### src/inc/ufc_pkg.sv
// Purpose: Constants and types for the USB function control register group
// Assumes: 8-bit memory-mapped register port from the embedded controller
// Notes:   Offsets are the byte addresses of the controller's data space
package ufc_pkg;
   localparam logic [15:0] ADDR_FRAME_HIGH  = 16'hFFFA;
   localparam logic [15:0] ADDR_FRAME_LOW   = 16'hFFFB;
   localparam logic [15:0] ADDR_CONTROL     = 16'hFFFC;
   localparam logic [15:0] ADDR_INT_ENABLE  = 16'hFFFD;

   localparam logic [7:0]  INT_ENABLE_RESET = 8'h00;
   localparam logic [7:0]  INT_ENABLE_MASK  = 8'hFD;
   localparam logic [7:0]  CONTROL_MASK     = 8'hF0;
   localparam logic [7:0]  CONTROL_RESET    = 8'h00;

   localparam int          CTL_CONNECT_BIT  = 7;
   localparam int          CTL_FENABLE_BIT  = 6;
   localparam int          CTL_WAKEUP_BIT   = 5;
   localparam int          CTL_SCOPE_BIT    = 4;

   localparam int          FRAME_BITS       = 11;
   localparam int          CLK_FREQ_HZ      = 200_000_000;
   localparam int          PSEUDO_PERIOD_US = 1000;
   localparam int          PSEUDO_CYCLES    = CLK_FREQ_HZ / 1_000_000 * PSEUDO_PERIOD_US;

   typedef struct packed {
      logic bus_reset_event;
      logic suspend_event;
      logic resume_event;
      logic frame_start_event;
      logic pseudo_frame_start_event;
      logic setup_complete_event;
      logic reserved;
      logic setup_overwrite_event;
   } ufc_events_t;

   typedef struct packed {
      logic                  valid;
      logic [FRAME_BITS-1:0] number;
   } ufc_sof_t;
endpackage : ufc_pkg

### src/logic/ufc_regs.sv
// Purpose: USB function control, interrupt enable and frame number registers
// Assumes: Register port and USB events synchronous to clk
// Notes:   Status register itself lives elsewhere; its bits arrive as events
//
// Function
// - Interrupt enable holds one enable per event, bit 1 reserved and reading zero.
// - Connect bit drives the pull-up output while set, else it floats.
// - Connect bit survives a USB bus reset.
// - While function enable is zero, every USB transaction is ignored.
// - A USB bus reset clears function enable.
// - Remote wake-up bit requests upstream resume signalling.
// - With reset scope set, a bus reset resets all logic except the connect and reset scope bits.
// - With reset scope set, the reset output pin is asserted on a bus reset.
// - Reset scope bit survives a USB bus reset.
// - Frame low byte holds frame number bits 7:0 taken from each received SOF.
// - When not locked, the frame number increments at each pseudo SOF.
// - Frame high byte holds bits 10:8 in bits 2:0, bits 7:3 read zero.
// - When not locked, a pseudo SOF is generated every 1 ms.
`timescale 1ns/1ps
module ufc_regs
   import ufc_pkg::*;
#(
   parameter int PSEUDO_COUNT = PSEUDO_CYCLES
) (
   input  wire logic        clk,
   input  wire logic        rst_n,
   input  wire logic [15:0] reg_addr,
   input  wire logic        reg_wr,
   input  wire logic        reg_rd,
   input  wire logic [7:0]  reg_wdata,
   output logic [7:0]       reg_rdata,
   input  wire logic        usb_bus_reset,
   input  wire ufc_sof_t    sof_in,
   input  wire logic        frame_locked,
   input  wire ufc_events_t status_flags,
   input  wire logic        usb_transaction,
   output logic             transaction_accept,
   output logic             pseudo_frame_start_event,
   output logic             resume_request,
   output logic             reset_output_pin,
   output logic             system_reset_request,
   output logic             data_plus_pullup_out,
   output logic             data_plus_pullup_oe,
   output logic             usb_irq
);

   logic [7:0]            int_enable;
   logic [7:0]            next_int_enable;
   logic [7:0]            control;
   logic [7:0]            next_control;
   logic [FRAME_BITS-1:0] frame_number;
   logic [FRAME_BITS-1:0] next_frame_number;
   logic [31:0]           pseudo_cnt;
   logic [31:0]           next_pseudo_cnt;
   logic                  pseudo_tick;
   logic                  scoped_reset;
   logic [7:0]            flag_bits;
   logic [7:0]            gated_events;

   function automatic logic hit(input logic [15:0] a, input logic [15:0] target);
      return a == target;
   endfunction : hit

   assign scoped_reset = usb_bus_reset & control[CTL_SCOPE_BIT];
   assign pseudo_tick  = !frame_locked && (pseudo_cnt == 32'(PSEUDO_COUNT - 1));

   always_comb begin
      next_int_enable   = int_enable;
      next_control      = control;
      next_frame_number = frame_number;
      next_pseudo_cnt   = pseudo_cnt + 32'h1;
      if (reg_wr && hit(reg_addr, ADDR_INT_ENABLE)) begin
         next_int_enable = reg_wdata & INT_ENABLE_MASK;
      end
      if (reg_wr && hit(reg_addr, ADDR_CONTROL)) begin
         next_control = reg_wdata & CONTROL_MASK;
      end
      if (frame_locked || pseudo_tick || sof_in.valid) begin
         next_pseudo_cnt = 32'h0;
      end
      if (sof_in.valid) begin
         next_frame_number = sof_in.number;
      end else if (pseudo_tick) begin
         next_frame_number = frame_number + 11'h1;
      end
      if (usb_bus_reset) begin
         next_control[CTL_FENABLE_BIT] = 1'b0;
         next_pseudo_cnt               = 32'h0;
         if (control[CTL_SCOPE_BIT]) begin
            next_int_enable               = INT_ENABLE_RESET;
            next_frame_number             = '0;
            next_control[CTL_WAKEUP_BIT]  = 1'b0;
         end
         // Connect and scope bits keep their value
      end
   end

   always_ff @(posedge clk or negedge rst_n) begin
      if (!rst_n) begin
         int_enable   <= INT_ENABLE_RESET;
         control      <= CONTROL_RESET;
         frame_number <= '0;
         pseudo_cnt   <= 32'h0;
      end else begin
         int_enable   <= next_int_enable;
         control      <= next_control;
         frame_number <= next_frame_number;
         pseudo_cnt   <= next_pseudo_cnt;
      end
   end

   always_comb begin
      reg_rdata = 8'h00;
      if (reg_rd) begin
         unique case (1'b1)
            hit(reg_addr, ADDR_INT_ENABLE): reg_rdata = int_enable;
            hit(reg_addr, ADDR_CONTROL):    reg_rdata = control;
            hit(reg_addr, ADDR_FRAME_LOW):  reg_rdata = frame_number[7:0];
            hit(reg_addr, ADDR_FRAME_HIGH): reg_rdata = {5'h00, frame_number[10:8]};
            default:                        reg_rdata = 8'h00;
         endcase
      end
   end

   assign data_plus_pullup_out     = control[CTL_CONNECT_BIT];
   assign data_plus_pullup_oe      = control[CTL_CONNECT_BIT];
   assign transaction_accept       = usb_transaction & control[CTL_FENABLE_BIT];
   assign resume_request           = control[CTL_WAKEUP_BIT];
   assign reset_output_pin         = scoped_reset;
   assign system_reset_request     = scoped_reset;
   assign pseudo_frame_start_event = pseudo_tick;
   assign flag_bits                = status_flags;

   generate
      for (genvar gi = 0; gi < 8; gi++) begin : g_irq_gate
         assign gated_events[gi] = flag_bits[gi] & int_enable[gi] & INT_ENABLE_MASK[gi];
      end
   endgenerate
   assign usb_irq = |gated_events;

   a_enable_reserved: assert property (@(posedge clk) disable iff (!rst_n)
      int_enable[1] == 1'b0) else $error("reserved enable bit set");
   a_write_enable: assert property (@(posedge clk) disable iff (!rst_n)
      reg_wr && hit(reg_addr, ADDR_INT_ENABLE) && !(usb_bus_reset && control[CTL_SCOPE_BIT])
      |=> int_enable == ($past(reg_wdata) & 8'hFD)) else $error("enable write lost");
   a_pullup_follow: assert property (@(posedge clk) disable iff (!rst_n)
      data_plus_pullup_oe == control[7]) else $error("pullup mismatch");
   a_connect_kept: assert property (@(posedge clk) disable iff (!rst_n)
      usb_bus_reset && !reg_wr |=> $stable(control[7])) else $error("connect lost");
   a_accept_gate: assert property (@(posedge clk) disable iff (!rst_n)
      !control[6] |-> !transaction_accept) else $error("transaction accepted");
   a_enable_cleared: assert property (@(posedge clk) disable iff (!rst_n)
      usb_bus_reset |=> !control[6]) else $error("enable not cleared");
   a_scope_kept: assert property (@(posedge clk) disable iff (!rst_n)
      usb_bus_reset && !reg_wr |=> $stable(control[4])) else $error("scope lost");
   a_reset_pin: assert property (@(posedge clk) disable iff (!rst_n)
      usb_bus_reset && control[4] |-> reset_output_pin) else $error("reset pin idle");
   a_sof_load: assert property (@(posedge clk) disable iff (!rst_n)
      sof_in.valid && !usb_bus_reset |=> frame_number == $past(sof_in.number))
      else $error("frame not loaded");
   a_pseudo_inc: assert property (@(posedge clk) disable iff (!rst_n)
      pseudo_tick && !sof_in.valid && !usb_bus_reset
      |=> frame_number == $past(frame_number) + 11'h1) else $error("no increment");
   a_irq_gate: assert property (@(posedge clk) disable iff (!rst_n)
      usb_irq |-> |(status_flags & int_enable)) else $error("spurious irq");

   a_wakeup_set: assert property (@(posedge clk) disable iff (!rst_n)
      reg_wr && hit(reg_addr, ADDR_CONTROL) && reg_wdata[CTL_WAKEUP_BIT] && !scoped_reset
      |=> resume_request) else $error("wake-up not driven");
   a_scope_clear: assert property (@(posedge clk) disable iff (!rst_n)
      usb_bus_reset && control[CTL_SCOPE_BIT]
      |=> int_enable == 8'h00 && frame_number == 11'h000 && !resume_request)
      else $error("scoped reset incomplete");
   a_system_reset: assert property (@(posedge clk) disable iff (!rst_n)
      usb_bus_reset && control[CTL_SCOPE_BIT]
      |-> system_reset_request) else $error("system reset missing");
   a_reset_pin_idle: assert property (@(posedge clk) disable iff (!rst_n)
      (!usb_bus_reset || !control[CTL_SCOPE_BIT])
      |-> !reset_output_pin) else $error("reset pin stray");
   a_high_reserved: assert property (@(posedge clk) disable iff (!rst_n)
      reg_rd && hit(reg_addr, ADDR_FRAME_HIGH)
      |-> reg_rdata[7:3] == 5'h00) else $error("frame high reserved bits set");
   a_low_read: assert property (@(posedge clk) disable iff (!rst_n)
      reg_rd && hit(reg_addr, ADDR_FRAME_LOW)
      |-> reg_rdata == frame_number[7:0]) else $error("frame low read wrong");
   a_frame_hold: assert property (@(posedge clk) disable iff (!rst_n)
      !sof_in.valid && !pseudo_tick && !usb_bus_reset
      |=> $stable(frame_number)) else $error("frame number drifted");
   a_pseudo_locked: assert property (@(posedge clk) disable iff (!rst_n)
      frame_locked
      |-> !pseudo_frame_start_event) else $error("pseudo start while locked");
   a_pseudo_pulse: assert property (@(posedge clk) disable iff (!rst_n)
      pseudo_frame_start_event
      |=> !pseudo_frame_start_event) else $error("pseudo start too long");
   a_counter_lock: assert property (@(posedge clk) disable iff (!rst_n)
      frame_locked || sof_in.valid
      |=> pseudo_cnt == 32'h0) else $error("pseudo counter not restarted");
   a_pullup_float: assert property (@(posedge clk) disable iff (!rst_n)
      !control[CTL_CONNECT_BIT]
      |-> !data_plus_pullup_oe) else $error("pullup driven while off");
   a_enable_accept: assert property (@(posedge clk) disable iff (!rst_n)
      usb_transaction && control[CTL_FENABLE_BIT]
      |-> transaction_accept) else $error("transaction refused");
   a_irq_raise: assert property (@(posedge clk) disable iff (!rst_n)
      (|(flag_bits & int_enable))
      |-> usb_irq) else $error("interrupt missing");
   a_enable_kept: assert property (@(posedge clk) disable iff (!rst_n)
      !(reg_wr && hit(reg_addr, ADDR_INT_ENABLE)) && !usb_bus_reset
      |=> $stable(int_enable)) else $error("enable changed unasked");
   a_connect_write: assert property (@(posedge clk) disable iff (!rst_n)
      reg_wr && hit(reg_addr, ADDR_CONTROL)
      |=> data_plus_pullup_oe == $past(reg_wdata[CTL_CONNECT_BIT]))
      else $error("connect write lost");
   a_enable_write: assert property (@(posedge clk) disable iff (!rst_n)
      reg_wr && hit(reg_addr, ADDR_CONTROL) && !usb_bus_reset
      |=> control[CTL_FENABLE_BIT] == $past(reg_wdata[CTL_FENABLE_BIT]))
      else $error("function enable write lost");

   c_pseudo: cover property (@(posedge clk) disable iff (!rst_n) pseudo_tick);
   c_sof: cover property (@(posedge clk) disable iff (!rst_n) sof_in.valid);
   c_scoped: cover property (@(posedge clk) disable iff (!rst_n) scoped_reset);
   c_irq: cover property (@(posedge clk) disable iff (!rst_n) usb_irq);
   c_wakeup: cover property (@(posedge clk) disable iff (!rst_n) resume_request);
endmodule : ufc_regs

### config.mk
export PLATFORM = sky130hd
export DESIGN_NAME = ufc_regs
export DESIGN_NICKNAME = d
export VERILOG_FILES = /design/src/inc/ufc_pkg.sv /design/src/logic/ufc_regs.sv
export SDC_FILE = /design/constraint.sdc
export NUM_CORES = 1
export LEC_CHECK = 0
export BUFFER_PORTS_ARGS = -buffer_cell sky130_fd_sc_hd__buf_2
export CELL_PAD_IN_SITES_DETAIL_PLACEMENT = 1
export CELL_PAD_IN_SITES_GLOBAL_PLACEMENT = 2
export CORE_AREA = 5 5 100 102
export DETAILED_ROUTE_END_ITERATION = 7
export DIE_AREA = 0 0 105 107
export PLACE_DENSITY_LB_ADDON = 0.2
export SYNTH_ARGS = -nofsm -noshare
export SYNTH_HDL_FRONTEND = slang
export SYNTH_SLANG_ARGS = --single-unit
### constraint.sdc
create_clock -name clk -period 5.21 [get_ports clk]
set_input_delay 0.2605 -clock clk [delete_from_list [all_inputs] [get_ports clk]]
set_output_delay 0.2605 -clock clk [all_outputs]
set_load 0.02 [all_outputs]
==> Word-level counts from Yosys, hierarchy flattened <==
Index checks and enable logic that the tools add are counted.
{ "word_totals": {"register_bits": 55, "out_inout_bits": 16, "word_cells": 44, "in_bits": 51} }
{ "op_classes": {"reduce_logical": 8, "eq_ne": 5, "add_sub_neg": 2, "n_mux": 14, "bitwise": 9} }
{ "ops": {"columns": ["op", "n"], "rows": [
  ["16-bit == test (second input constant)", 4],
  ["32-bit 2-to-1 mux", 2],
  ["11-bit 2-to-1 mux", 4],
  ["32-bit by 1-bit adder with 32-bit output (second input constant)", 1],
  ["32-bit by 18-bit == test with 1-bit output (second input constant)", 1],
  ["8-bit 2-to-1 mux", 4],
  ["8-bit one-hot mux with 4 select lines", 1],
  ["11-bit by 1-bit adder with 11-bit output (second input constant)", 1],
  ["1-bit AND", 9],
  ["7-bit 2-to-1 mux", 1],
  ["7-bit OR reduction", 1],
  ["1-bit logical AND", 3],
  ["1-bit logical OR", 2],
  ["2-bit 2-to-1 mux", 1],
  ["2-bit nonzero test", 1],
  ["1-bit logical NOT", 1],
  ["1-bit 2-to-1 mux", 1]
]} }

==> Longest topological paths before layout <==
Gate-level depths: netlist of run 1.
{ "logic_depth": {"ltp_word": 6, "mapped_depth": 9, "mapped_depth_nobuf": 6} }

==> Least setup slack after synthesis of run 1 <==
OpenSTA, ideal clock, no wires.
{ "synth_path": {"kind": "register -> register", "start": "reg pseudo_cnt[0]", "end": "reg frame_number[6]", "stages_incl_launch_ff": 9, "setup_slack_ps": 2918, "setup_ps": 82, "arrival_ps": 2210, "required_time_ps": 5128, "period_less_slack_ps": 2292, "n_path_buf": 2, "cell_sequence": "dfrtp_1 > ha_1 > and4_1 > buf_2 > nand2_2 > or4_1 > buf_2 > or4_1 > a31oi_1"} }
{ "synth_between": {"elab_chain_cells": 6} }
{ "synth_lines": {"columns": ["item", "line", "text"], "rows": [
  ["start, declared", "ufc_regs.sv:53", "logic [31:0] pseudo_cnt;"],
  ["start signal, assigned", "ufc_regs.sv:108", "pseudo_cnt <= next_pseudo_cnt;"],
  ["32-bit by 18-bit == test with 1-bit output *", "ufc_regs.sv:65", "assign pseudo_tick = !frame_locked && (pseudo_cnt == 32'(PSEUDO_COUNT - 1));"],
  ["1-bit logical AND *", "ufc_regs.sv:65", null],
  ["11-bit 2-to-1 mux *", "ufc_regs.sv:83", "end else if (pseudo_tick) begin"],
  ["11-bit 2-to-1 mux *", "ufc_regs.sv:81", "if (sof_in.valid) begin"],
  ["11-bit 2-to-1 mux", "ufc_regs.sv:89", "if (control[CTL_SCOPE_BIT]) begin"],
  ["11-bit 2-to-1 mux *", "ufc_regs.sv:86", "if (usb_bus_reset) begin"],
  ["via next_frame_number[6]", "ufc_regs.sv:52", "logic [FRAME_BITS-1:0] next_frame_number;"],
  ["end signal, assigned", "ufc_regs.sv:107", "frame_number <= next_frame_number;"],
  ["end, declared", "ufc_regs.sv:51", "logic [FRAME_BITS-1:0] frame_number;"]
]} }
The timed path passes the listed nets; every way through them passes the cells marked *.
A chain may end at the register's enable or synchronous reset.

==> Worst setup path in the final report of run 1 <==
{ "layout_path": {"start": "reg pseudo_cnt[0]", "end": "reg frame_number[8]"} }
Same word-level chain as after synthesis.

==> results.sh, run 1 <==
export IMPL_final_cell_count_no_fill=507
export IMPL_ant_nets=0
export IMPL_worst_pin_slew_ps=1146
export IMPL_rows=35
export IMPL_die_y_um=107
export IMPL_post_cts_resized=0
export IMPL_min_period_ps=2552
export IMPL_fin_area_um2=3670
export IMPL_ys_seq_area_frac=0.4338
export IMPL_grt_pass1_vias=2909
export IMPL_first_iter_violations=73
export IMPL_drt_wl_total_um=8840
export IMPL_ir_worst_vdd_mv=0.1056
export IMPL_drv_cap=0
export IMPL_r2r_end="frame_number[8]"
export IMPL_cts_buffer_depth=2
export IMPL_synth_area_um2=3173
export IMPL_pwr_density_cell_nw_per_um2=211.7
export IMPL_n_fill_cell=1071
export IMPL_syn_instance_count=337
export IMPL_synth_edf_count=0
export IMPL_portBuffers=64
export IMPL_cts_buffers=5
export IMPL_yosys_warnings=0
export IMPL_max_freq_mhz=391.9
export IMPL_place_area_um2=3570
export IMPL_synth_compound_area_frac=0.08202
export IMPL_grt_overflow=0
export IMPL_routed_via_density=5.477
export IMPL_cp_required_ps=5450
export IMPL_clock_sinks=55
export IMPL_drc=0
export IMPL_cts_hold_fix_buffers=0
export IMPL_globalplace_congestion=0.8202
export IMPL_synth_area_mux_share=0.06349
export IMPL_drive_above_1_share=0.2273
export IMPL_clkTransAtPathRegs_ps=110
export IMPL_drtPass1Iterations=4
export IMPL_worstRegToRegCells=6
export IMPL_grt_pass1_wl_um=14900
export IMPL_fin_crit_sh=0.4898
export IMPL_setup_violations_final=0
export IMPL_multiInputGateArea_um2=1700
export IMPL_setup_worst_path_start_class="register"
export IMPL_start_util=0.3517
export IMPL_grt_max_degree=56
export IMPL_synth_area_per_cell_um2=9.416
export IMPL_yosys_area_share_simple=0.2997
export IMPL_synth_top_family_by_area="simple AND/OR/NAND/NOR gates"
export IMPL_pin_count=67
export IMPL_grt_usage=0.1599
export IMPL_slew_viol_final=0
export IMPL_hold_path_class="in2async"
export IMPL_cts_setup_buffers=0
export IMPL_async_reset_ff_frac=1.000
export IMPL_fp_dieArea_um2=11240
export IMPL_diodes=0
export IMPL_synth_xor_area_frac=0.08281
export IMPL_r2r_setup_slack_ps=2660
export IMPL_cp_max_fo=8
export IMPL_post_drt_wl_per_cell_um=17.44
export IMPL_antenna_found_initial=0
export IMPL_grt_setup_unrepaired="false"
export IMPL_rr_startpoint="pseudo_cnt[0]"
export IMPL_hpwl_um=6495
export IMPL_syn_nets=390
export IMPL_synth_cell_types=43
export IMPL_vias=2777
export IMPL_tns_ps=0
export IMPL_path_class="reg2reg"
export IMPL_syn2layout_area_growth_pct=15.65
export IMPL_cts_tree="yes"
export IMPL_die_w_um=105
export IMPL_cp_end_kind="register"
export IMPL_crit_path_start="pseudo_cnt[0]"
export IMPL_synth_flop_cell="dfrtp_1"
export IMPL_nets=448
export IMPL_htreeDepth=2
export IMPL_insertion_delay_ps=310
export IMPL_cts_root_buf="clkbuf_8"
export IMPL_worstPathArrival_ps=2790
export IMPL_status="completed"
export IMPL_ys_ff_latch=55
export IMPL_p_leak_nw=1.577
export IMPL_slew_headroom=0.2360
export IMPL_synth_fa_ha_area_frac=0.007886
export IMPL_regArea_um2=1376
export IMPL_coreArea_um2=9021
export IMPL_fin_worst_skew_ps=13.45
export IMPL_hold_viol=0
export IMPL_place_inst=499
## through the flow
stage          hold WS (ps)  worst slack, ps  power, mW    util
2_1_floorplan        -35.09             2918     0.4825       -
5_1_grt               166.4             2395     0.8140  0.4068
6_report              76.32             2658     0.7769  0.4068
3_3_place_gp          459.9             2682     0.5224  0.3957
3_5_place_dp          460.1             2642     0.5245  0.3957
4_1_cts               121.1             2622     0.7905  0.4068
## cell families after synthesis
logic type / Yosys count
AOI/OAI and AO/OA: 42
muxes: 19
xor gates and xnor gates: 30
buffers and inverters: 20
adders and majority gates: 2
DFF: 55
and+or+nand+nor: 169
## how the worst max path moves through the flow
| stage | end | slack, ps |
|---|---|---|
| CTS | pseudo_cnt[4] | 2620 |
| global placement | pseudo_cnt[29] | 2680 |
| global route | pseudo_cnt[12] | 2400 |
| floorplan | frame_number[6] | 2920 |
| finish | frame_number[8] | 2660 |
| detailed placement | pseudo_cnt[4] | 2640 |
## critical path, stage by stage, from the launching register on
cell and delay (ps):
dfrtp_1 400, ha_1 220, and4_1 360, nand2_2 170
or4_1 660, or4_1 520, a31oi_1 170
## final cells by class
cell class                 instances  share of cell area
multi-input combinational        262              0.4633
sequential                        55              0.3750
timing repair buffer              66             0.09137
tap                              111             0.03785
clock buffer                       8             0.02728
inverter                           5            0.005114
## sequential cells by signal, summed over array words and instances, names as in the netlist
name,flops
control,4
pseudo_cnt,32
frame_number,11
int_enable,8
## cell usage after synthesis (2+ instances only)
cell           instances  area, um^2
nand4_1               13       81.33
nor3b_1                3       22.52
o21ai_0               14       70.07
xor2_1                12       105.1
nand3_1               19       95.09
mux2_2                 9       101.4
clkbuf_1               8       30.03
dlygate4sd1_1          2       17.52
buf_4                  2       15.01
xnor2_1               18       157.7
or4_1                  6       45.04
nor3_1                10       50.05
and4_1                 4       35.03
or3_1                  4       25.02
a31oi_1                4       25.02
nor4_1                12       75.07
dfrtp_1               55        1376
nor2b_1                4       25.02
and3_1                 8       50.05
nor2_1                52       195.2
and2_1                 7       43.79
a22oi_1               10       75.07
buf_2                  3       15.01
inv_1                  4       15.01
mux2i_1               10       100.1
a21oi_1                7       35.03
nor4b_4                2       47.55
ha_1                   2       25.02
o31ai_1                4       30.03
nand2_1               16       60.06
## metal layers
| layer | global-route usage | wire [um] | up-vias |
|---|---|---|---|
| met4 | 0.03562 | 57 | 0 |
| met1 | 0.1959 | 3856 | 1381 |
| met2 | 0.2900 | 4551 | 55 |
| li1 | - | - | 1337 |
| met5 | 0 | 0 | - |
| met3 | 0.03010 | 375 | 4 |
## layout by cell type, fill, tap and decap left out, drive strengths merged, types with 2 or more instances in the layout
master / instances
and4: 5
and3: 8
nor3b: 3
dfrtp: 55
a31oi: 4
or4: 6
xor2: 12
nand2: 17
nor2: 52
nor3: 10
nor2b: 4
or3: 5
buf: 66
nand4: 14
nor4b: 3
nor4: 13
clkbuf: 8
nand3: 20
a22oi: 10
o21ai: 14
o31ai: 4
inv: 4
mux2: 9
ha: 2
mux2i: 10
a21oi: 7
xnor2: 18
and2: 7
## report_power, final
part / total (mW) / leakage [nW] / internal (mW) / switching (mW)
clock network: 0.262 / 0.0515 / 0.122 / 0.140
registers: 0.447 / 0.737 / 0.435 / 0.0124
logic: 0.0681 / 0.789 / 0.0294 / 0.0387
total: 0.777 / 1.58 / 0.586 / 0.191
Note: power is estimated with default switching activity, not from simulation.
==> run 2, diff against run 1 <==
CORE_AREA = 5 5 109 111   (was 5 5 100 102)
DIE_AREA = 0 0 114 116   (was 0 0 105 107)
clock period = 2.34 ns   (was 5.21 ns; I/O delays follow)
==> run 2 against run 1 <==
Compared with the run above: setup slack worse by 2600 ps; combinational power rose by 130%; flip-flop and latch count is the same; core utilization is 4.1 points lower; power grew 130%; register-to-register slack worse by 2600 ps; clock-buffer cell count decreased by 2; routed wire length increased by 6.3%; sequential power up 120%; sequential share of layout area is 2.3 points lower; critical endpoint unchanged; largest cell class unchanged.
==> results.sh, run 2 (synthesis gave the netlist of run 1 again) <==
export IMPL_slew_headroom=0.5973
export IMPL_coreArea_um2=10700
export IMPL_status="completed"
export IMPL_setup_worst_path_start_class="register"
export IMPL_drive_above_1_share=0.2703
export IMPL_fp_dieArea_um2=13220
export IMPL_grt_usage=0.1484
export IMPL_clkTransAtPathRegs_ps=100
export IMPL_largest_reg_flops=32
export IMPL_die_y_um=116
export IMPL_routed_via_density=5.066
export IMPL_die_w_um=114
export IMPL_min_period_ps=2255
export IMPL_insertion_delay_ps=330
export IMPL_fin_crit_sh=0.9638
export IMPL_pin_count=67
export IMPL_vias=2827
export IMPL_cts_buffers=5
export IMPL_path_class="reg2reg"
export IMPL_portBuffers=64
export IMPL_cts_root_buf="clkbuf_8"
export IMPL_top_regs="pseudo_cnt (32), frame_number (11), int_enable (8)"
export IMPL_n_fill_cell=1283
export IMPL_cts_tree="yes"
export IMPL_layout_commonest_cell="buf_2"
export IMPL_htreeDepth=2
export IMPL_worst_pin_slew_ps=604.1
export IMPL_setup_violations_final=0
export IMPL_hpwl_um=7020
export IMPL_grt_pass1_vias=3063
export IMPL_cts_setup_buffers=0
export IMPL_rows=38
export IMPL_max_freq_mhz=443.4
export IMPL_cp_required_ps=2600
export IMPL_final_cell_count_no_fill=558
export IMPL_drtPass1Iterations=4
export IMPL_grt_pass1_wl_um=15520
export IMPL_ir_worst_vdd_mv=0.2751
export IMPL_tns_ps=0
export IMPL_pwr_density_cell_nw_per_um2=458.6
export IMPL_fin_worst_skew_ps=15.06
export IMPL_cp_max_fo=7
export IMPL_nets=471
export IMPL_slew_viol_final=0
export IMPL_globalplace_congestion=0.7734
export IMPL_antenna_found_initial=0
export IMPL_hold_path_class="in2reg"
export IMPL_drc=0
export IMPL_diodes=0
export IMPL_p_leak_nw=1.699
export IMPL_post_drt_wl_per_cell_um=16.84
export IMPL_final_cell_mix="64 x buf_2, 55 x dfrtp_1, 52 x nor2_1"
export IMPL_ant_nets=0
export IMPL_top_register="pseudo_cnt"
export IMPL_first_iter_violations=85
export IMPL_cts_buffer_depth=2
export IMPL_cp_end_kind="register"
export IMPL_worstPathArrival_ps=2510
export IMPL_grt_overflow=0
export IMPL_clock_sinks=55
export IMPL_grt_setup_unrepaired="false"
export IMPL_place_inst=549
export IMPL_drt_wl_total_um=9395
export IMPL_drv_cap=0
export IMPL_grt_max_degree=34
export IMPL_syn2layout_area_growth_pct=23.38
export IMPL_hold_viol=0
export IMPL_start_util=0.2966
==> run 2: final timing paths <==
| check | start | endpoint | slack (ps) | cells past startpoint |
|---|---|---|---|---|
| hold reg to reg | pseudo_cnt[0] | pseudo_cnt[0] | 490 | 1 |
| setup / recovery | pseudo_cnt[24] | frame_number[8] | 80 | 5 |
| min in group asynchronous | rst_n | int_enable[2] | 320 | 2 |
| setup reg to reg | pseudo_cnt[24] | frame_number[8] | 80 | 5 |
| hold / removal | reg_wdata[2] | int_enable[2] | 20 | 3 |
| max in group asynchronous | rst_n | pseudo_cnt[22] | 1410 | 3 |
==> run 2: final cells by class <==
cell class	instances	area (um^2)	share of cell area
clock inverters	1	30.03	0.007670
clock buffers	6	72.57	0.01854
well taps	140	175.2	0.04474
inverters	5	18.77	0.004794
repair buffers	89	525.5	0.1342
multi-input cells	262	1717	0.4385
flip-flops and latches	55	1376	0.3516
==> run 2: routing by layer <==
layer	share of wire	routed length, um	GRT usage
met5	0	0	0
met4	0.0090	85	0.03880
met1	0.43	4070	0.1715
met2	0.51	4773	0.2717
met3	0.050	466	0.03916
==> run 2: power breakdown <==
part	switching (mW)	internal, mW	total [mW]
logic	0.0867	0.0704	0.157
registers	0.0278	0.968	0.995
clock network	0.329	0.315	0.643
==> run 2: repair_timing <==
item                                    in CTS  in global routing
endpoints found under the setup margin       1                  5
pin swaps                                    0                  0
resized for setup                            1                  2
hold endpoints to repair                    23                  0
hold buffers                                 2                  0
==> run 2: metrics by stage <==
stage	area, um^2	hold slack [ps]	utilization	total power [mW]	setup WS, ps
after global placement	3776	157.8	0.3530	1.170	69.86
after detailed placement	3776	157.0	0.3530	1.173	37.99
after global routing	3915	20.98	0.3660	1.906	18.94
after CTS	3905	2.330	0.3650	1.853	3.062
final	3915	22.71	0.3660	1.796	84.63
after floorplan	3173	-178.6	-	1.074	48.19
==> run 2: worst max-delay path: stages, from the launching register on <==
cell	delay, ps
dfrtp_1	420
nor4_1	450
nand3_2	140
or4_4	490
or4_1	490
a31oi_1	190
==> run 3, diff against run 2 <==
BUFFER_PORTS_ARGS = -buffer_cell sky130_fd_sc_hd__buf_4   (was -buffer_cell sky130_fd_sc_hd__buf_2)
==> run 3 against run 2 <==
Compared with the run above: critical path depth unchanged; via count decreased by 0.78%; power is 4.6% lower; hold slack better by 27 ps; routed wire length decreased by 0.56%; first-iteration DRC count grew 8.2%; flip-flop and latch count is the same; combinational power is 11% higher; core utilization rose by 1.0 points; maximum frequency up 1.9%; highest routed layer unchanged.
==> results.sh, run 3 (synthesis gave the netlist of run 1 again) <==
export IMPL_status="completed"
export IMPL_worst_pin_slew_ps=751.0
export IMPL_hpwl_um=6977
export IMPL_cts_root_buf="clkbuf_8"
export IMPL_setup_worst_path_start_class="register"
export IMPL_grt_usage=0.1457
export IMPL_fp_dieArea_um2=13220
export IMPL_fin_worst_skew_ps=7.713
export IMPL_pwr_density_cell_nw_per_um2=425.6
export IMPL_pin_count=67
export IMPL_fin_area_um2=4026
export IMPL_min_to="int_enable[3]"
export IMPL_critical_path_cell_chain="nor4_1 > nand3_2 > or4_4 > or4_1 > a31oi_1"
export IMPL_portBuffers=64
export IMPL_grt_pass1_wl_um=15530
export IMPL_min_period_ps=2213
export IMPL_utilization=0.3764
export IMPL_die_y_um=116
export IMPL_start_util=0.2966
export IMPL_p_leak_nw=1.722
export IMPL_min_path_cells=3
export IMPL_cts_tree="yes"
export IMPL_drive_above_1_share=0.2668
export IMPL_cp_end_kind="register"
export IMPL_first_iter_violations=92
export IMPL_drc=0
export IMPL_die_w_um=114
export IMPL_final_cell_mix="85 x buf_4, 55 x dfrtp_1, 52 x nor2_1"
export IMPL_top_register="pseudo_cnt"
export IMPL_syn2layout_area_growth_pct=26.89
export IMPL_cp_max_fo=8
export IMPL_tns_ps=0
export IMPL_fin_total_pwr_mw=1.714
export IMPL_drv_cap=0
export IMPL_place_area_um2=3909
export IMPL_rows=38
export IMPL_antenna_found_initial=0
export IMPL_layout_commonest_cell="buf_4"
export IMPL_slew_headroom=0.4994
export IMPL_nets=469
export IMPL_path_class="reg2reg"
export IMPL_critical_path_slowest_cell="or4_4"
export IMPL_largest_reg_flops=32
export IMPL_cp_required_ps=2570
export IMPL_hold_viol=0
export IMPL_drt_wl_total_um=9342
export IMPL_setup_violations_final=0
export IMPL_htreeDepth=2
export IMPL_grt_overflow=0
export IMPL_min_from="reg_wdata[3]"
export IMPL_r2r_setup_slack_ps=130
export IMPL_cts_buffer_depth=2
export IMPL_coreArea_um2=10700
export IMPL_vias=2805
export IMPL_rr_startpoint="pseudo_cnt[24]"
export IMPL_worstPathArrival_ps=2450
export IMPL_grt_max_degree=56
export IMPL_r2r_end="frame_number[8]"
export IMPL_max_stage_delay_ps=500
export IMPL_post_drt_wl_per_cell_um=16.80
export IMPL_diodes=0
export IMPL_ant_nets=0
export IMPL_cts_buffers=5
export IMPL_globalplace_congestion=0.8056
export IMPL_fin_crit_sh=0.9457
export IMPL_slew_viol_final=0
export IMPL_place_inst=547
export IMPL_worstRegToRegCells=5
export IMPL_drtPass1Iterations=4
export IMPL_clkTransAtPathRegs_ps=100
export IMPL_clock_sinks=55
export IMPL_hold_path_class="in2reg"
export IMPL_grt_pass1_vias=2894
export IMPL_insertion_delay_ps=300
export IMPL_ir_worst_vdd_mv=0.2161
export IMPL_final_cell_count_no_fill=556
export IMPL_top_regs="pseudo_cnt (32), frame_number (11), int_enable (8)"
export IMPL_max_freq_mhz=451.9
export IMPL_routed_via_density=5.045
export IMPL_grt_setup_unrepaired="false"
run 3: how the worst max path moves through the flow:
stage	from	slack [ps]	depth (start not counted)	endpoint
3_5_place_dp	pseudo_cnt[6]	0.4	5	frame_number[8]
2_1_floorplan	pseudo_cnt[0]	50	8	frame_number[8]
3_3_place_gp	pseudo_cnt[6]	50	5	frame_number[6]
4_1_cts	pseudo_cnt[19]	10	5	frame_number[8]
5_1_grt	pseudo_cnt[24]	2	5	pseudo_frame_start_event
6_report	pseudo_cnt[24]	130	5	frame_number[8]
run 3: where the power goes:
group / switching (mW) / total, mW / leakage (nW) / internal (mW)
clock network: 0.310 / 0.544 / 0.0470 / 0.234
logic: 0.0850 / 0.174 / 0.937 / 0.0893
registers: 0.0277 / 0.995 / 0.737 / 0.968
run 3: routing by layer:
layer	wire, um	GRT usage	vias up
met5	0	0	-
met4	57	0.02375	0
met3	333	0.02402	4
met2	4652	0.2572	45
met1	4298	0.1914	1384
li1	-	-	1372
run 3: critical path, delay by kind of cell, from the launching register on:
family / cells / cell delay, ps
compound gates: 1 / 170
flops: 1 / 420
simple gates: 4 / 1560
run 3: timing repair:
action / 4_1_cts / 5_1_grt
resized for setup: 1 / 1
hold buffers: 2 / 0
setup buffers: 0 / 0
endpoints found under the hold margin: 56 / 0
setup endpoints to repair: 2 / 3
run 3: final cells by class:
cell class / instances / area, um^2
Clock buffer: 6 / 82.58
Clock inverter: 1 / 5.005
Fill cell: 1257 / 6671
Inverter: 5 / 18.77
Multi-Input combinational cell: 262 / 1710
Sequential cell: 55 / 1376
Tap cell: 140 / 175.2
Timing Repair Buffer: 87 / 658.1
run 3: stage by stage:
step / worst slack [ps] / hold WS [ps]
global route: 1.741 / 52.36
global placement: 46.37 / 238.3
finish: 127.0 / 50.04
detailed placement: 0.4405 / 239.5
CTS: 13.91 / 39.02
floorplan: 48.19 / -178.6
